### src/tsic_pkg.sv
// Operation
// - twelve-bit free-running readable timer count
// - periodic requests every 128 us and 1.024 ms
// - low byte read latches high nibble
// - halt clears run until power or watchdog
// - single step runs one instruction, clears run
// - mask bit shows enable state, writes ignored
// - suspend bit sleeps until interrupt or activity
// - suspend write ignored when wake already pending
// - power-on flag selects wake delay length
// - long single-ended zero sets bus-reset flag, request
// - watchdog reset sets watchdog flag
// - pending flag set on request, cleared by acknowledge
// - reset loads 0x11 or 0x41 into status
// - enable bits gate each interrupt source
// - any reset clears both enable registers
// - requests sampled in last instruction cycle only
// - acknowledge: mask, clear latch, call vector
// - call pushes pc and flags, return restores
// - nesting allowed once firmware re-enables
// - vectors two bytes apart from 0x0002
// - endpoint request after packet sent on bus
package tsic_pkg;
	localparam int ADDR_W = 8;
	localparam int DATA_W = 8;
	localparam int PC_W = 16;
	localparam logic [7:0] ADDR_GLOBAL_EN = 8'h20;
	localparam logic [7:0] ADDR_EP_EN = 8'h21;
	localparam logic [7:0] ADDR_TMR_LOW = 8'h24;
	localparam logic [7:0] ADDR_TMR_HIGH = 8'h25;
	localparam logic [7:0] ADDR_STATUS = 8'hFF;
	localparam int ST_RUN = 0;
	localparam int ST_STEP = 1;
	localparam int ST_MASK = 2;
	localparam int ST_SUSPEND = 3;
	localparam int ST_POR = 4;
	localparam int ST_BUSRST = 5;
	localparam int ST_WDT = 6;
	localparam int ST_PEND = 7;
	localparam logic [7:0] STATUS_POR_VALUE = 8'h11;
	localparam logic [7:0] STATUS_WDT_VALUE = 8'h41;
	localparam logic [2:0] GLOBAL_EN_RESET = 3'h0;
	localparam logic [2:0] EP_EN_RESET = 3'h0;
	localparam int NUM_SRC = 6;
	localparam int TIMER_W = 12;
	localparam int FAST_CARRY_BIT = 6;
	localparam int SLOW_CARRY_BIT = 9;
	localparam int CLK_PERIOD_NS = 100;
	localparam int TICK_NS = 1000;
	localparam int TICK_CYCLES = (TICK_NS + CLK_PERIOD_NS - 1) / CLK_PERIOD_NS;
	localparam int SE0_NS = 8000;
	localparam int SE0_CYCLES = SE0_NS / CLK_PERIOD_NS;
	localparam int WAKE_SHORT_US = 128;
	localparam int WAKE_SHORT_CYCLES = (WAKE_SHORT_US * 1000 + CLK_PERIOD_NS - 1) / CLK_PERIOD_NS;
	localparam int WAKE_LONG_MS = 96;
	localparam int WAKE_LONG_DEFAULT = (WAKE_LONG_MS * 1000000 + CLK_PERIOD_NS - 1) / CLK_PERIOD_NS;
	localparam logic [15:0] RESET_VECTOR = 16'h0000;
	localparam logic [15:0] VECTOR_STEP = 16'h0002;
	typedef enum logic [1:0] {ACK_IDLE, ACK_MASK, ACK_CLEAR, ACK_CALL} tsic_ack_state_t;
endpackage

### src/tsic_top.sv
`timescale 1ns/1ps
module tsic_top #(
	parameter int WAKE_LONG_CYCLES = tsic_pkg::WAKE_LONG_DEFAULT
) (
	input wire logic clk_sys_i,
	input wire logic reset_i,
	input wire logic por_cause_i,
	input wire logic wdt_cause_i,
	input wire logic [tsic_pkg::ADDR_W-1:0] io_addr_i,
	input wire logic io_rd_i,
	input wire logic io_wr_i,
	input wire logic [tsic_pkg::DATA_W-1:0] io_wdata_i,
	output logic [tsic_pkg::DATA_W-1:0] io_rdata_o,
	input wire logic instr_last_i,
	input wire logic halt_instr_i,
	input wire logic irq_disable_instruction_i,
	input wire logic irq_enable_instruction_i,
	input wire logic irq_return_instruction_i,
	input wire logic [tsic_pkg::PC_W-1:0] pc_i,
	input wire logic carry_flag_i,
	input wire logic zero_flag_i,
	input wire logic [tsic_pkg::PC_W+1:0] stack_top_i,
	input wire logic usb_dp_i,
	input wire logic usb_dm_i,
	input wire logic bus_activity_i,
	input wire logic [2:0] ep_packet_done_i,
	output logic cpu_run_o,
	output logic ack_busy_o,
	output logic irq_call_o,
	output logic [15:0] irq_vector_o,
	output logic [tsic_pkg::PC_W+1:0] stack_push_data_o,
	output logic restore_valid_o,
	output logic [tsic_pkg::PC_W-1:0] restore_pc_o,
	output logic restore_carry_flag_o,
	output logic restore_zero_flag_o,
	output logic [tsic_pkg::TIMER_W-1:0] timer_count_o
);
	import tsic_pkg::*;

	localparam int PRE_W = $clog2(TICK_CYCLES + 1);
	localparam int WAKE_W = $clog2(WAKE_LONG_CYCLES + WAKE_SHORT_CYCLES + 1);
	localparam int SE0_W = $clog2(SE0_CYCLES + 2);

	// lowest index wins, which is also the lowest vector number
	function automatic logic [2:0] pick_lowest(input logic [NUM_SRC-1:0] req);
		logic [2:0] idx;
		idx = 3'h0;
		for (int i = NUM_SRC - 1; i >= 0; i--) begin
			if (req[i]) begin
				idx = 3'(i);
			end
		end
		return idx;
	endfunction

	function automatic logic [15:0] vector_of(input logic [2:0] idx);
		return RESET_VECTOR + VECTOR_STEP * (16'(idx) + 16'h0001);
	endfunction

	logic [PRE_W-1:0] pre_reg;
	logic [TIMER_W-1:0] count_reg;
	logic [3:0] hold_reg;
	logic [2:0] gen_reg;
	logic [2:0] ep_en_reg;
	logic [NUM_SRC-1:0] latch_reg;
	logic run_reg;
	logic step_reg;
	logic gie_reg;
	logic suspend_reg;
	logic por_reg;
	logic busrst_reg;
	logic wdt_reg;
	logic pend_reg;
	logic [WAKE_W-1:0] wake_reg;
	logic [SE0_W-1:0] se0_reg;
	tsic_ack_state_t state_reg;
	logic [2:0] idx_reg;
	logic [15:0] vector_reg;
	logic [PC_W+1:0] push_reg;
	logic [DATA_W-1:0] rdata_reg;
	logic restore_valid_reg;
	logic [PC_W+1:0] restore_reg;

	wire tick = (pre_reg == PRE_W'(TICK_CYCLES - 1));
	wire fast_ev = tick && (count_reg[FAST_CARRY_BIT:0] == {(FAST_CARRY_BIT + 1){1'b1}});
	wire slow_ev = tick && (count_reg[SLOW_CARRY_BIT:0] == {(SLOW_CARRY_BIT + 1){1'b1}});
	wire se0 = !usb_dp_i && !usb_dm_i;
	wire busrst_ev = se0 && (se0_reg == SE0_W'(SE0_CYCLES));
	wire [NUM_SRC-1:0] event_vec = {ep_packet_done_i, slow_ev, fast_ev, busrst_ev};
	wire [NUM_SRC-1:0] enable_vec = {ep_en_reg, gen_reg};
	wire [NUM_SRC-1:0] active_vec = latch_reg & enable_vec;
	wire any_req = |active_vec;
	wire wake_req = bus_activity_i || any_req;
	wire awake = !suspend_reg && (wake_reg == '0);
	wire running = run_reg && awake;

	wire wr_status = io_wr_i && (io_addr_i == ADDR_STATUS);
	wire wr_gen = io_wr_i && (io_addr_i == ADDR_GLOBAL_EN);
	wire wr_ep = io_wr_i && (io_addr_i == ADDR_EP_EN);
	wire rd_low = io_rd_i && (io_addr_i == ADDR_TMR_LOW);

	// sampling only at the final cycle keeps instructions atomic
	wire take = (state_reg == ACK_IDLE) && instr_last_i && gie_reg && any_req && running;
	wire halt_now = instr_last_i && running && halt_instr_i;
	wire step_now = instr_last_i && running && step_reg;
	wire ret_now = instr_last_i && running && irq_return_instruction_i;
	wire [NUM_SRC-1:0] clr_mask = (state_reg == ACK_CLEAR) ? NUM_SRC'(1) << idx_reg : '0;

	wire [7:0] reset_status = (wdt_cause_i && !por_cause_i) ? STATUS_WDT_VALUE : STATUS_POR_VALUE;
	wire [7:0] status_view = {pend_reg, wdt_reg, busrst_reg, por_reg, suspend_reg, gie_reg,
		step_reg, run_reg};

	wire [TIMER_W-1:0] count_next = tick ? count_reg + TIMER_W'(1) : count_reg;
	wire [PRE_W-1:0] pre_next = tick ? '0 : pre_reg + PRE_W'(1);
	wire [SE0_W-1:0] se0_next = !se0 ? '0 : (se0_reg > SE0_W'(SE0_CYCLES)) ? se0_reg :
		se0_reg + SE0_W'(1);
	wire [NUM_SRC-1:0] latch_next = (latch_reg & ~clr_mask) | event_vec; // set wins

	// a write of zero to run halts, so firmware must keep it at one
	wire run_next = (halt_now || step_now) ? 1'b0 : wr_status ? io_wdata_i[ST_RUN] : run_reg;
	wire step_next = wr_status ? io_wdata_i[ST_STEP] : step_reg;
	wire gie_next = (state_reg == ACK_MASK) ? 1'b0 :
		(instr_last_i && running && irq_disable_instruction_i) ? 1'b0 :
		(instr_last_i && running && (irq_enable_instruction_i || irq_return_instruction_i)) ? 1'b1 :
		gie_reg; // mask bit write ignored
	wire suspend_next = suspend_reg ? !wake_req :
		(wr_status && io_wdata_i[ST_SUSPEND] && !wake_req);
	wire [WAKE_W-1:0] wake_load = por_reg ? WAKE_W'(WAKE_LONG_CYCLES) : WAKE_W'(WAKE_SHORT_CYCLES);
	wire [WAKE_W-1:0] wake_next = (suspend_reg && wake_req) ? wake_load :
		(wake_reg != '0) ? wake_reg - WAKE_W'(1) : wake_reg;
	wire por_next = wr_status ? io_wdata_i[ST_POR] : por_reg;
	wire busrst_next = busrst_ev || (wr_status ? io_wdata_i[ST_BUSRST] : busrst_reg);
	wire wdt_next = wr_status ? io_wdata_i[ST_WDT] : wdt_reg;
	wire pend_next = (|(event_vec & enable_vec)) || (pend_reg && (state_reg != ACK_CLEAR));

	wire [DATA_W-1:0] rd_mux = (io_addr_i == ADDR_TMR_LOW) ? count_reg[7:0] :
		(io_addr_i == ADDR_TMR_HIGH) ? {4'h0, hold_reg} :
		(io_addr_i == ADDR_STATUS) ? status_view :
		(io_addr_i == ADDR_GLOBAL_EN) ? {5'h00, gen_reg} :
		(io_addr_i == ADDR_EP_EN) ? {5'h00, ep_en_reg} : 8'h00;

	tsic_ack_state_t state_next;
	always_comb begin
		case (state_reg)
			ACK_IDLE: state_next = take ? ACK_MASK : ACK_IDLE;
			ACK_MASK: state_next = ACK_CLEAR;
			ACK_CLEAR: state_next = ACK_CALL;
			ACK_CALL: state_next = ACK_IDLE;
			default: state_next = ACK_IDLE;
		endcase
	end

	always_ff @(posedge clk_sys_i) begin
		if (reset_i) begin
			pre_reg <= '0;
			count_reg <= '0;
			hold_reg <= 4'h0;
			se0_reg <= '0;
			latch_reg <= '0;
		end else begin
			pre_reg <= pre_next;
			count_reg <= count_next;
			hold_reg <= rd_low ? count_reg[11:8] : hold_reg;
			se0_reg <= se0_next;
			latch_reg <= latch_next;
		end
	end

	// bus reset is only an interrupt, so nothing here clears on it
	always_ff @(posedge clk_sys_i) begin
		if (reset_i) begin
			gen_reg <= GLOBAL_EN_RESET;
			ep_en_reg <= EP_EN_RESET;
			run_reg <= reset_status[ST_RUN];
			step_reg <= reset_status[ST_STEP];
			gie_reg <= reset_status[ST_MASK];
			suspend_reg <= reset_status[ST_SUSPEND];
			por_reg <= reset_status[ST_POR];
			busrst_reg <= reset_status[ST_BUSRST];
			wdt_reg <= reset_status[ST_WDT];
			pend_reg <= reset_status[ST_PEND];
			wake_reg <= '0;
		end else begin
			gen_reg <= wr_gen ? io_wdata_i[2:0] : gen_reg;
			ep_en_reg <= wr_ep ? io_wdata_i[2:0] : ep_en_reg;
			run_reg <= run_next;
			step_reg <= step_next;
			gie_reg <= gie_next;
			suspend_reg <= suspend_next;
			por_reg <= por_next;
			busrst_reg <= busrst_next;
			wdt_reg <= wdt_next;
			pend_reg <= pend_next;
			wake_reg <= wake_next;
		end
	end

	always_ff @(posedge clk_sys_i) begin
		if (reset_i) begin
			state_reg <= ACK_IDLE;
			idx_reg <= 3'h0;
			vector_reg <= RESET_VECTOR;
			push_reg <= '0;
			rdata_reg <= 8'h00;
			restore_valid_reg <= 1'b0;
			restore_reg <= '0;
		end else begin
			state_reg <= state_next;
			idx_reg <= take ? pick_lowest(active_vec) : idx_reg;
			vector_reg <= take ? vector_of(pick_lowest(active_vec)) : vector_reg;
			push_reg <= take ? {carry_flag_i, zero_flag_i, pc_i} : push_reg;
			rdata_reg <= io_rd_i ? rd_mux : rdata_reg;
			restore_valid_reg <= ret_now;
			restore_reg <= ret_now ? stack_top_i : restore_reg;
		end
	end

	assign io_rdata_o = rdata_reg;
	assign cpu_run_o = running && (state_reg == ACK_IDLE);
	assign ack_busy_o = (state_reg != ACK_IDLE);
	assign irq_call_o = (state_reg == ACK_CALL);
	assign irq_vector_o = vector_reg;
	assign stack_push_data_o = push_reg;
	assign restore_valid_o = restore_valid_reg;
	assign restore_pc_o = restore_reg[PC_W-1:0];
	assign restore_carry_flag_o = restore_reg[PC_W+1];
	assign restore_zero_flag_o = restore_reg[PC_W];
	assign timer_count_o = count_reg;

	a_low_read_latch: assert property (@(posedge clk_sys_i) disable iff (reset_i)
		rd_low |=> hold_reg == $past(count_reg[11:8]))
		else $error("high nibble not latched on low read");
	a_high_read_hold: assert property (@(posedge clk_sys_i) disable iff (reset_i)
		(io_rd_i && io_addr_i == ADDR_TMR_HIGH && !rd_low) |=> io_rdata_o == {4'h0, $past(hold_reg)})
		else $error("high read not from held nibble");
	a_fast_carry_req: assert property (@(posedge clk_sys_i) disable iff (reset_i)
		fast_ev |=> latch_reg[1])
		else $error("fast timer request missing");
	a_halt_clears_run: assert property (@(posedge clk_sys_i) disable iff (reset_i)
		halt_now |=> !run_reg && !cpu_run_o)
		else $error("halt did not stop run");
	a_mask_read_view: assert property (@(posedge clk_sys_i) disable iff (reset_i)
		(io_rd_i && io_addr_i == ADDR_STATUS) |=> io_rdata_o[ST_MASK] == $past(gie_reg))
		else $error("mask bit not enable state");
	a_suspend_refused: assert property (@(posedge clk_sys_i) disable iff (reset_i)
		(!suspend_reg && wr_status && wake_req) |=> !suspend_reg)
		else $error("suspend taken despite wake");
	a_bus_reset_flag: assert property (@(posedge clk_sys_i) disable iff (reset_i)
		busrst_ev |=> busrst_reg && latch_reg[0] && $stable(run_reg))
		else $error("bus reset flag not set");
	a_ack_sequence: assert property (@(posedge clk_sys_i) disable iff (reset_i)
		take |=> state_reg == ACK_MASK ##1 (!gie_reg && state_reg == ACK_CLEAR)
		##1 (irq_call_o && (!latch_reg[idx_reg] || $past(event_vec[idx_reg]))))
		else $error("acknowledge order broken");
	a_enables_reset: assert property (@(posedge clk_sys_i)
		reset_i |=> gen_reg == 3'h0 && ep_en_reg == 3'h0)
		else $error("enables not cleared by reset");
	a_return_enables: assert property (@(posedge clk_sys_i) disable iff (reset_i)
		(ret_now && state_reg != ACK_MASK) |=> gie_reg && restore_valid_o)
		else $error("return did not re-enable");
	a_pend_cleared: assert property (@(posedge clk_sys_i) disable iff (reset_i)
		(state_reg == ACK_CLEAR && !(|(event_vec & enable_vec))) |=> !pend_reg)
		else $error("pending not cleared by acknowledge");
	a_lowest_first: assert property (@(posedge clk_sys_i) disable iff (reset_i)
		(take && active_vec[0]) |=> irq_vector_o == 16'h0002)
		else $error("priority order broken");
endmodule // tsic_top

### config.mk
export PLATFORM = sky130hd
export DESIGN_NAME = tsic_top
export DESIGN_NICKNAME = d
export VERILOG_FILES = /design/src/tsic_pkg.sv /design/src/tsic_top.sv
export SDC_FILE = /design/constraint.sdc
export NUM_CORES = 1
export LEC_CHECK = 0
export BUFFER_PORTS_ARGS = -buffer_cell sky130_fd_sc_hd__buf_2
export CAP_MARGIN = 20
export CORE_MARGIN = 3
export CORE_UTILIZATION = 55
export CTS_BUF_LIST = sky130_fd_sc_hd__clkbuf_8
export CTS_CLUSTER_SIZE = 30
export DETAILED_ROUTE_END_ITERATION = 7
export PLACE_DENSITY = 0.83
export SLEW_MARGIN = 30
export SYNTH_ARGS = -nofsm -noshare
export SYNTH_HDL_FRONTEND = slang
export SYNTH_SLANG_ARGS = --single-unit
### constraint.sdc
create_clock -name clk_sys_i -period 2.7 [get_ports clk_sys_i]
set_input_delay 0.54 -clock clk_sys_i [delete_from_list [all_inputs] [get_ports clk_sys_i]]
set_output_delay 0.54 -clock clk_sys_i [all_outputs]
set_load 0.02 [all_outputs]
==> impl_metrics.ini, run 1 <==
[place]
place.detailed.hpwl_um = 10500
postPlaceCellArea_um2 = 6240
numPlacedInstances = 876
place_ws_ns = 0.358
place_congestion = 0.871
port-buffer-count = 131

[sta]
finClkSkew_ns = 0.0139
finalHoldViolCount = 0
max_freq_mhz = 382
timing.hold.ws_ns = 0.338
tightest_slew_ns = 0.714
finalCritPeriodShare_pct = 96.9
timing.final.ws_setup_ns = 0.0840
post_layout_minimum_cycle_time_ns = 2.62
finalSetupViolCount = 0
timing.final.max_slew_violations = 0
slew_headroom_pct = 51.9

[cts]
clock_latency_at_the_later_pin_of_the_worst_skew_pair_ns = 0.43
ctsHtreeMaxLevel = 4
cts_hold_buf = 0
clkTransAtPathRegs_ns = 0.07
max-clock-path-buffers = 2
cts_tree = done
num_clock_sinks = 121
cts-buffers-inserted = 17
post-cts-setup-buffers = 0
cts.root.buffer_cell = sky130_fd_sc_hd__clkbuf_8

[worst_setup_path]
crit_slowest_cell = sky130_fd_sc_hd__or4b_4
startpoint_type = flop
timing.setup.critical_path_class = reg2out
required_time_worst_endpoint_ns = 2.16
crit_buf_inv = 2
timing.critical_path.arrival_ns = 2.08
critical_path.endpoint_type = output port
timing.critical_path.slowest_cell_delay_ns = 0.50
worstPathCellList = inv_1, ha_1, or4b_4, nor3_2, and4_1, buf_4
crit_path_max_fanout = 5
cp_top_family = simple AND/OR/NAND/NOR gates

[global_routing]
antenna_found_initial = 0
first_global_vias = 4981
largest_net_degree_at_the_start_of_global_routing = 32
grt_first_pass_wirelength_um = 23500
globalRouteOverflowTotal = 0
groute.usage.overall_pct = 25.8

[yosys]
yosysSeqAreaShare_pct = 44.7
ys.warnings.count = 0
main_combinational_cell_family_by_area_after_synthesis = simple AND/OR/NAND/NOR gates
synth_edf_count = 5
synth.top_cells.by_area = sky130_fd_sc_hd__dfxtp_1, sky130_fd_sc_hd__nand2_1, sky130_fd_sc_hd__a21oi_1
yosysTopAreaCellShare_pct = 42.0
synth-async-reset-ratio_pct = 0
syn_area_um2 = 5530
synthesis.area_per_instance_um2 = 8.72
synth_simple_gate_area_share_pct = 24.6
syn_inst = 634
synth_largest_area_cell = sky130_fd_sc_hd__dfxtp_1
postSynthRegisterBits = 121
compound_cell_area_share_of_the_yosys_netlist_pct = 15.2
synth.lib_cells_used.distinct = 67
proportion_of_synthesized_area_in_mux_cells_pct = 2.76
synthAdderAreaFrac_pct = 2.94
yosys.area_share.xor_xnor_pct = 4.28
synth_flop_cell = sky130_fd_sc_hd__dfxtp_1

[floorplan]
design.core.area_um2 = 9500
floorplan.initialDensity_pct = 58.2
fp.dieW_um = 106
die_height_um = 106
design.portCount = 145
core.rowCount = 35
die_area_um2 = 11300

[cells_and_area]
post_route_cells_drive_above_1_share_pct = 25.8
largest_register_ff_count = 20
layout-area-overhead-vs-synth_pct = 21.0
fin_area_um2 = 6690
fill_cells = 782
finish.cell_count_without_fillers = 908
final_cell_mix = sky130_fd_sc_hd__buf_2, sky130_fd_sc_hd__dfxtp_1, sky130_fd_sc_hd__nand2_1
mostFrequentLayoutCell = sky130_fd_sc_hd__buf_2
antenna_cells_inserted = 0
final_nets = 848

[route]
vias = 5043
drc = 0
drt-wirelength-per-cell_um = 15.7
drtAntennaViolNets = 0
drt_iter0_drc = 252
firstDrtPassIters = 5
avgViaCountPerCell = 5.55
route.final.wire_length_um = 14300

[run_status]
run_status = completed

[power]
post-layout-total-power_mw = 5.43
vdd_drop_max_mv = 0.696
power-per-cell-area_nw_per_um2 = 811
power.static_leakage_nw = 2.79

[flow_run]
max_cap_violations = 0

[worst_hold_path]
hold_class = in2reg
==> synthesized netlist by cell type, drive strengths merged (2+ instances only) <==
master and number:
or3 6, xnor2 16, ha 13, and3 6, dfxtp 116, a32o 2
inv 18, nand2b 5, nand4 10, a21o 3, a22oi 8, a221oi 6
or4b 3, and2 2, o41ai 2, buf 24, nor3 13, mux2 2
nand4b 2, a211oi 5, or4 7, a31oi 6, xor2 11, nor3b 4
a21oi 69, clkbuf 16, nand2 108, or2 4, nor2 62, and4 4
o31ai 11, o21ai 8, nand3 13, mux2i 13, edfxtp 5, nor4 6
nor2b 5, nand3b 5
==> final timing paths <==
check,end,from,slack (ns),depth (start not counted)
worst min register to register,restore_reg[3],restore_reg[3],0.45,2
worst max register to register,restore_reg[7],wake_reg[0],0.36,7
worst max-delay path,cpu_run_o,wake_reg[0],0.08,6
worst min-delay path,suspend_reg,bus_activity_i,0.34,2
==> area by class of cell <==
class	count	area [um2]	area share, %
Clock buffer	18	248	3.70
Clock inverter	14	198	2.95
Inverter	18	67.6	1.01
Multi-Input combinational cell	466	2810	41.9
Sequential cell	121	2470	36.9
Tap cell	129	161	2.41
Timing Repair Buffer	142	741	11.1
==> report_power, final <==
part,internal [mW],switching [mW]
logic,0.630,0.880
clock network,1.03,0.769
registers,1.94,0.168
==> logic make-up (layout without fill, tap and decap cells) <==
group / after synthesis / after routing
AND/OR/NAND/NOR: 267 / 267
AO/OA/AOI/OAI: 132 / 132
other: 1 / 12
buffers and inverters: 58 / 192
XOR/XNOR: 27 / 27
adder cells (fa/ha/maj): 13 / 13
flip-flops: 121 / 121
multiplexers: 15 / 15
==> worst reg2reg max path: cells and delay by family (launching register included) <==
kind,cells,cell delay (ns)
AOI/OAI and AO/OA,1,0.18
adders and majority gates,1,0.16
buffers and inverters,1,0.09
DFF,1,0.35
and+or+nand+nor,4,1.50
==> repair_timing <==
action | CTS | global route
resized for setup | 1 | 2
setup endpoints to repair | 1 | 1
pin swaps | 0 | 0
==> per-stage QoR <==
step | utilization (%) | setup TNS, ns
after floorplan | - | 0
after global placement | 65.6 | 0
after detailed placement | 65.6 | 0
after CTS | 70.3 | 0
after global routing | 70.4 | -0.0291
final | 70.4 | 0
==> metal layers <==
| layer | share of wire [%] | routed length [um] | GRT usage (%) |
|---|---|---|---|
| met4 | 1.9 | 272 | 9.34 |
| met3 | 5.5 | 791 | 6.19 |
| met1 | 40 | 5700 | 31.0 |
| met2 | 53 | 7520 | 44.6 |
| met5 | 0 | 0 | 0 |
Power figures use the tool's default switching activity.
==> run 2, diff against run 1 <==
--- a/config.mk
+++ b/config.mk
@@ -5,14 +5,15 @@
 export SDC_FILE = /design/constraint.sdc
 export NUM_CORES = 1
 export LEC_CHECK = 0
-export BUFFER_PORTS_ARGS = -buffer_cell sky130_fd_sc_hd__buf_2
+export BUFFER_PORTS_ARGS = -buffer_cell sky130_fd_sc_hd__buf_4
 export CAP_MARGIN = 20
-export CORE_MARGIN = 3
+export CORE_MARGIN = 2
 export CORE_UTILIZATION = 55
 export CTS_BUF_LIST = sky130_fd_sc_hd__clkbuf_8
 export CTS_CLUSTER_SIZE = 30
 export DETAILED_ROUTE_END_ITERATION = 7
 export PLACE_DENSITY = 0.83
+export SETUP_SLACK_MARGIN = 0.4
 export SLEW_MARGIN = 30
 export SYNTH_ARGS = -nofsm -noshare
 export SYNTH_HDL_FRONTEND = slang
==> impl_metrics.ini, run 2 (synthesized netlist as in run 1, its figures left out) <==
[global_routing]
globalRouteOverflowTotal = 0
largest_net_degree_at_the_start_of_global_routing = 51
groute.usage.overall_pct = 26.6
first_global_vias = 4981
grt_first_pass_wirelength_um = 23300
antenna_found_initial = 0

[cts]
ctsHtreeMaxLevel = 4
cts-buffers-inserted = 17
num_clock_sinks = 121
clock_latency_at_the_later_pin_of_the_worst_skew_pair_ns = 0.44
max-clock-path-buffers = 2
cts.root.buffer_cell = sky130_fd_sc_hd__clkbuf_8
clkTransAtPathRegs_ns = 0.07
cts_hold_buf = 0
cts_tree = done

[place]
postPlaceCellArea_um2 = 6550
numPlacedInstances = 877
port-buffer-count = 131
place_congestion = 0.889
place.detailed.hpwl_um = 10400

[sta]
totalNegativeSetupSlack_ns = 0
timing.hold.ws_ns = 0.316
finalSetupViolCount = 0
timing.final.max_slew_violations = 0
max_freq_mhz = 405
finalCritPeriodShare_pct = 91.5
tightest_slew_ns = 0.611
slew_headroom_pct = 59.0
rsz0062_at_grt = yes
post_layout_minimum_cycle_time_ns = 2.47
finalHoldViolCount = 0
finClkSkew_ns = 0.00761

[floorplan]
floorplan.initialDensity_pct = 56.6
die_height_um = 104
core.rowCount = 36
design.portCount = 145
fp.dieW_um = 104
die_area_um2 = 10900
design.core.area_um2 = 9770

[worst_setup_path]
required_time_worst_endpoint_ns = 2.16
reg2reg_slack_ns = 0.59
worst_r2r_path_depth = 8
timing.setup.critical_path_class = reg2out
startpoint_type = flop
startpoint = wake_reg[1]
critical_path.endpoint_type = output port
crit_path_max_fanout = 2
end_of_the_worst_register_to_register_path = irq_vector_o[3]
timing.critical_path.arrival_ns = 1.93
rr_startpoint = wake_reg[1]

[cells_and_area]
final_cell_mix = sky130_fd_sc_hd__buf_4, sky130_fd_sc_hd__dfxtp_1, sky130_fd_sc_hd__nand2_1
fin_area_um2 = 7040
fill_cells = 741
multi_input_gate_area_in_the_final_layout_um2 = 2830
finish.cell_count_without_fillers = 914
mostFrequentLayoutCell = sky130_fd_sc_hd__buf_4
largest_register_ff_count = 20
layout.area.seq_um2 = 2480
finish.utilization_pct = 72.0
layout-area-overhead-vs-synth_pct = 27.3
post_route_cells_drive_above_1_share_pct = 26.4
antenna_cells_inserted = 0
final_nets = 850

[route]
drt-wirelength-per-cell_um = 15.8
avgViaCountPerCell = 5.58
drtAntennaViolNets = 0
route.final.wire_length_um = 14500
drt_iter0_drc = 304
firstDrtPassIters = 5
drc = 0
vias = 5099

[power]
internal_power_mw = 3.66
comb_power_share_pct = 30.5
power.static_leakage_nw = 2.87
switching_share_pct = 32.7
power-per-cell-area_nw_per_um2 = 773
p_sw_mw = 1.78
vdd_drop_max_mv = 0.522
clock_power_share_pct = 30.5
power.share.sequential_pct = 39.0

[flow_run]
max_cap_violations = 0

[worst_hold_path]
worst_hold_path.endpoint = suspend_reg
worstHoldPathCells = 2
holdCritStartpoint = bus_activity_i
hold_class = in2reg

[run_status]
run_status = completed
==> run 2: changes by cell type in the layout (fill, tap and decap cells not counted), sizes merged <==
cell      change
bufinv        -1
clkinvlp      -4
inv           +3
clkbuf        +2
buf           +2
==> run 2: power groups by stage <==
stage	Combinational (mW)	Clock [mW]	Sequential [mW]
finish	1.66	1.66	2.12
floorplan	1.16	0	2.14
global route	1.80	1.77	2.14
CTS	1.65	1.69	2.11
global placement	1.45	0	2.13
detailed placement	1.52	0	2.15
==> run 2: cell type report <==
type | count | area share (%)
well taps | 133 | 2.36
inverters | 18 | 0.995
clock inverters | 12 | 1.88
repair buffers | 144 | 15.4
flip-flops and latches | 121 | 35.2
clock buffers | 20 | 3.91
multi-input cells | 466 | 40.3
==> run 2: through the flow <==
stage | setup slack (ns) | power [mW]
4_1_cts | 0.212 | 5.45
3_3_place_gp | 0.465 | 3.58
6_report | 0.228 | 5.44
5_1_grt | 0.164 | 5.72
2_1_floorplan | 0.511 | 3.29
3_5_place_dp | 0.371 | 3.67
==> run 2: how the worst max path moves through the flow <==
| stage | endpoint | slack [ns] |
|---|---|---|
| 3_5_place_dp | restore_reg[6] | 0.37 |
| 4_1_cts | cpu_run_o | 0.21 |
| 5_1_grt | cpu_run_o | 0.16 |
| 2_1_floorplan | cpu_run_o | 0.51 |
| 6_report | cpu_run_o | 0.23 |
| 3_3_place_gp | gen_reg[2] | 0.47 |
==> run 2: worst max-delay path: stages (launching register included) <==
cell and delay [ns]:
sky130_fd_sc_hd__dfxtp_2 0.33, sky130_fd_sc_hd__inv_2 0.07, sky130_fd_sc_hd__ha_4 0.13, sky130_fd_sc_hd__or4b_4 0.48, sky130_fd_sc_hd__nor3_4 0.13, sky130_fd_sc_hd__and4_1 0.22
sky130_fd_sc_hd__buf_6 0.12
==> run 2: layer usage <==
| layer | global-route usage [%] | wire length, um |
|---|---|---|
| met5 | 0 | 0 |
| met4 | 12.1 | 330 |
| met3 | 6.77 | 781 |
| met2 | 47.0 | 7620 |
| met1 | 30.1 | 5720 |
==> run 2: timing repair <==
item	4_1_cts	5_1_grt
setup buffers	5	0
endpoints found under the setup margin	4	20
pin swaps	5	0
gates resized for setup	12	3
gates cloned	0	0
==> run 3, diff against run 2 <==
--- a/config.mk
+++ b/config.mk
@@ -7,7 +7,7 @@
 export LEC_CHECK = 0
 export BUFFER_PORTS_ARGS = -buffer_cell sky130_fd_sc_hd__buf_4
 export CAP_MARGIN = 20
-export CORE_MARGIN = 2
+export CORE_MARGIN = 8
 export CORE_UTILIZATION = 55
 export CTS_BUF_LIST = sky130_fd_sc_hd__clkbuf_8
 export CTS_CLUSTER_SIZE = 30
==> impl_metrics.ini, run 3 (synthesized netlist as in run 1, its figures left out) <==
[cells_and_area]
finish.utilization_pct = 72.4
mostFrequentLayoutCell = sky130_fd_sc_hd__buf_4
largest_register_ff_count = 20
post_route_cells_drive_above_1_share_pct = 27.2
layout-area-overhead-vs-synth_pct = 27.9
final_cell_mix = sky130_fd_sc_hd__buf_4, sky130_fd_sc_hd__dfxtp_1, sky130_fd_sc_hd__nand2_1
antenna_cells_inserted = 0
final_nets = 857
fill_cells = 765

[global_routing]
largest_net_degree_at_the_start_of_global_routing = 45
groute.usage.overall_pct = 23.1
grt_first_pass_wirelength_um = 24900
first_global_vias = 5209
antenna_found_initial = 0
globalRouteOverflowTotal = 0

[route]
drt-wirelength-per-cell_um = 16.7
route.final.wire_length_um = 15400
drt_iter0_drc = 439
firstDrtPassIters = 5
drtAntennaViolNets = 0
vias = 5191
avgViaCountPerCell = 5.64
drc = 0

[power]
power.static_leakage_nw = 2.88
power-per-cell-area_nw_per_um2 = 777
vdd_drop_max_mv = 0.489

[sta]
timing.hold.ws_ns = 0.318
tightest_slew_ns = 0.572
max_freq_mhz = 404
timing.final.max_slew_violations = 0
slew_headroom_pct = 61.6
finalCritPeriodShare_pct = 91.6
totalNegativeSetupSlack_ns = 0
finalSetupViolCount = 0
timing.final.ws_setup_ns = 0.227
finalHoldViolCount = 0
rsz0062_at_grt = yes
finClkSkew_ns = 0.0101
post_layout_minimum_cycle_time_ns = 2.47

[cts]
ctsHtreeMaxLevel = 4
cts-buffers-inserted = 17
clock_latency_at_the_later_pin_of_the_worst_skew_pair_ns = 0.42
clkTransAtPathRegs_ns = 0.07
num_clock_sinks = 121
cts_hold_buf = 0
cts_tree = done
cts.root.buffer_cell = sky130_fd_sc_hd__clkbuf_8
max-clock-path-buffers = 2

[worst_setup_path]
critical_path.endpoint_type = output port
timing.critical_path.arrival_ns = 1.93
timing.setup.critical_path_class = reg2out
crit_path_max_fanout = 2
reg2reg_slack_ns = 0.61
startpoint_type = flop
required_time_worst_endpoint_ns = 2.16

[floorplan]
die_area_um2 = 13500
core.rowCount = 36
design.portCount = 145
fp.dieW_um = 116
die_height_um = 116
design.core.area_um2 = 9770
floorplan.initialDensity_pct = 56.6

[flow_run]
max_cap_violations = 0

[place]
place_ws_ns = 0.392
port-buffer-count = 131
place.detailed.hpwl_um = 11400
place_congestion = 0.915

[run_status]
run_status = completed

[worst_hold_path]
hold_class = in2reg
## run 3: per-stage QoR
stage,cells,instance area [um2],power [mW]
2_1_floorplan,645,5580,3.29
3_3_place_gp,879,6570,3.58
3_5_place_dp,879,6570,3.68
4_1_cts,921,7060,5.44
5_1_grt,921,7070,5.78
6_report,921,7070,5.49
## run 3: routing by layer
layer | routed length [um] | track usage (%)
met5 | 0 | 0
met2 | 8140 | 40.8
met1 | 5830 | 24.9
met3 | 1070 | 8.01
met4 | 329 | 8.64
## run 3: power breakdown
group          leakage (nW)  switching [mW]  internal, mW
clock network         0.207           0.680         0.845
logic                  1.69            1.00         0.836
registers             0.989           0.177          1.95
total                  2.88            1.86          3.63
## run 3: worst max-delay path: stages, from the launching register on
cell,delay [ns]
sky130_fd_sc_hd__dfxtp_2,0.33
sky130_fd_sc_hd__inv_2,0.08
sky130_fd_sc_hd__ha_4,0.13
sky130_fd_sc_hd__or4b_4,0.48
sky130_fd_sc_hd__nor3_4,0.15
sky130_fd_sc_hd__and4_1,0.21
sky130_fd_sc_hd__buf_6,0.12
## run 3: repair_timing
item	in CTS	in global routing
pin swaps	6	0
gates resized for setup	13	5
setup endpoints to repair	18	37
setup buffers	10	0
## run 3: area by class of cell
type / instances / area (um2) / area share (%)
multi-input cells: 466 / 2850 / 40.2
flip-flops and latches: 121 / 2480 / 35.0
repair buffers: 151 / 1140 / 16.1
clock buffers: 19 / 262 / 3.70
well taps: 133 / 166 / 2.35
clock inverters: 13 / 114 / 1.61
inverters: 18 / 70.1 / 0.991
## run 3: worst paths after layout
check                        startpoint                    end  depth (start not counted)
setup / recovery            wake_reg[1]              cpu_run_o                          6
hold / removal           bus_activity_i            suspend_reg                          2
setup reg to reg           wake_reg[17]   stack_push_data_o[8]                          7
hold reg to reg   stack_push_data_o[12]  stack_push_data_o[12]                          2
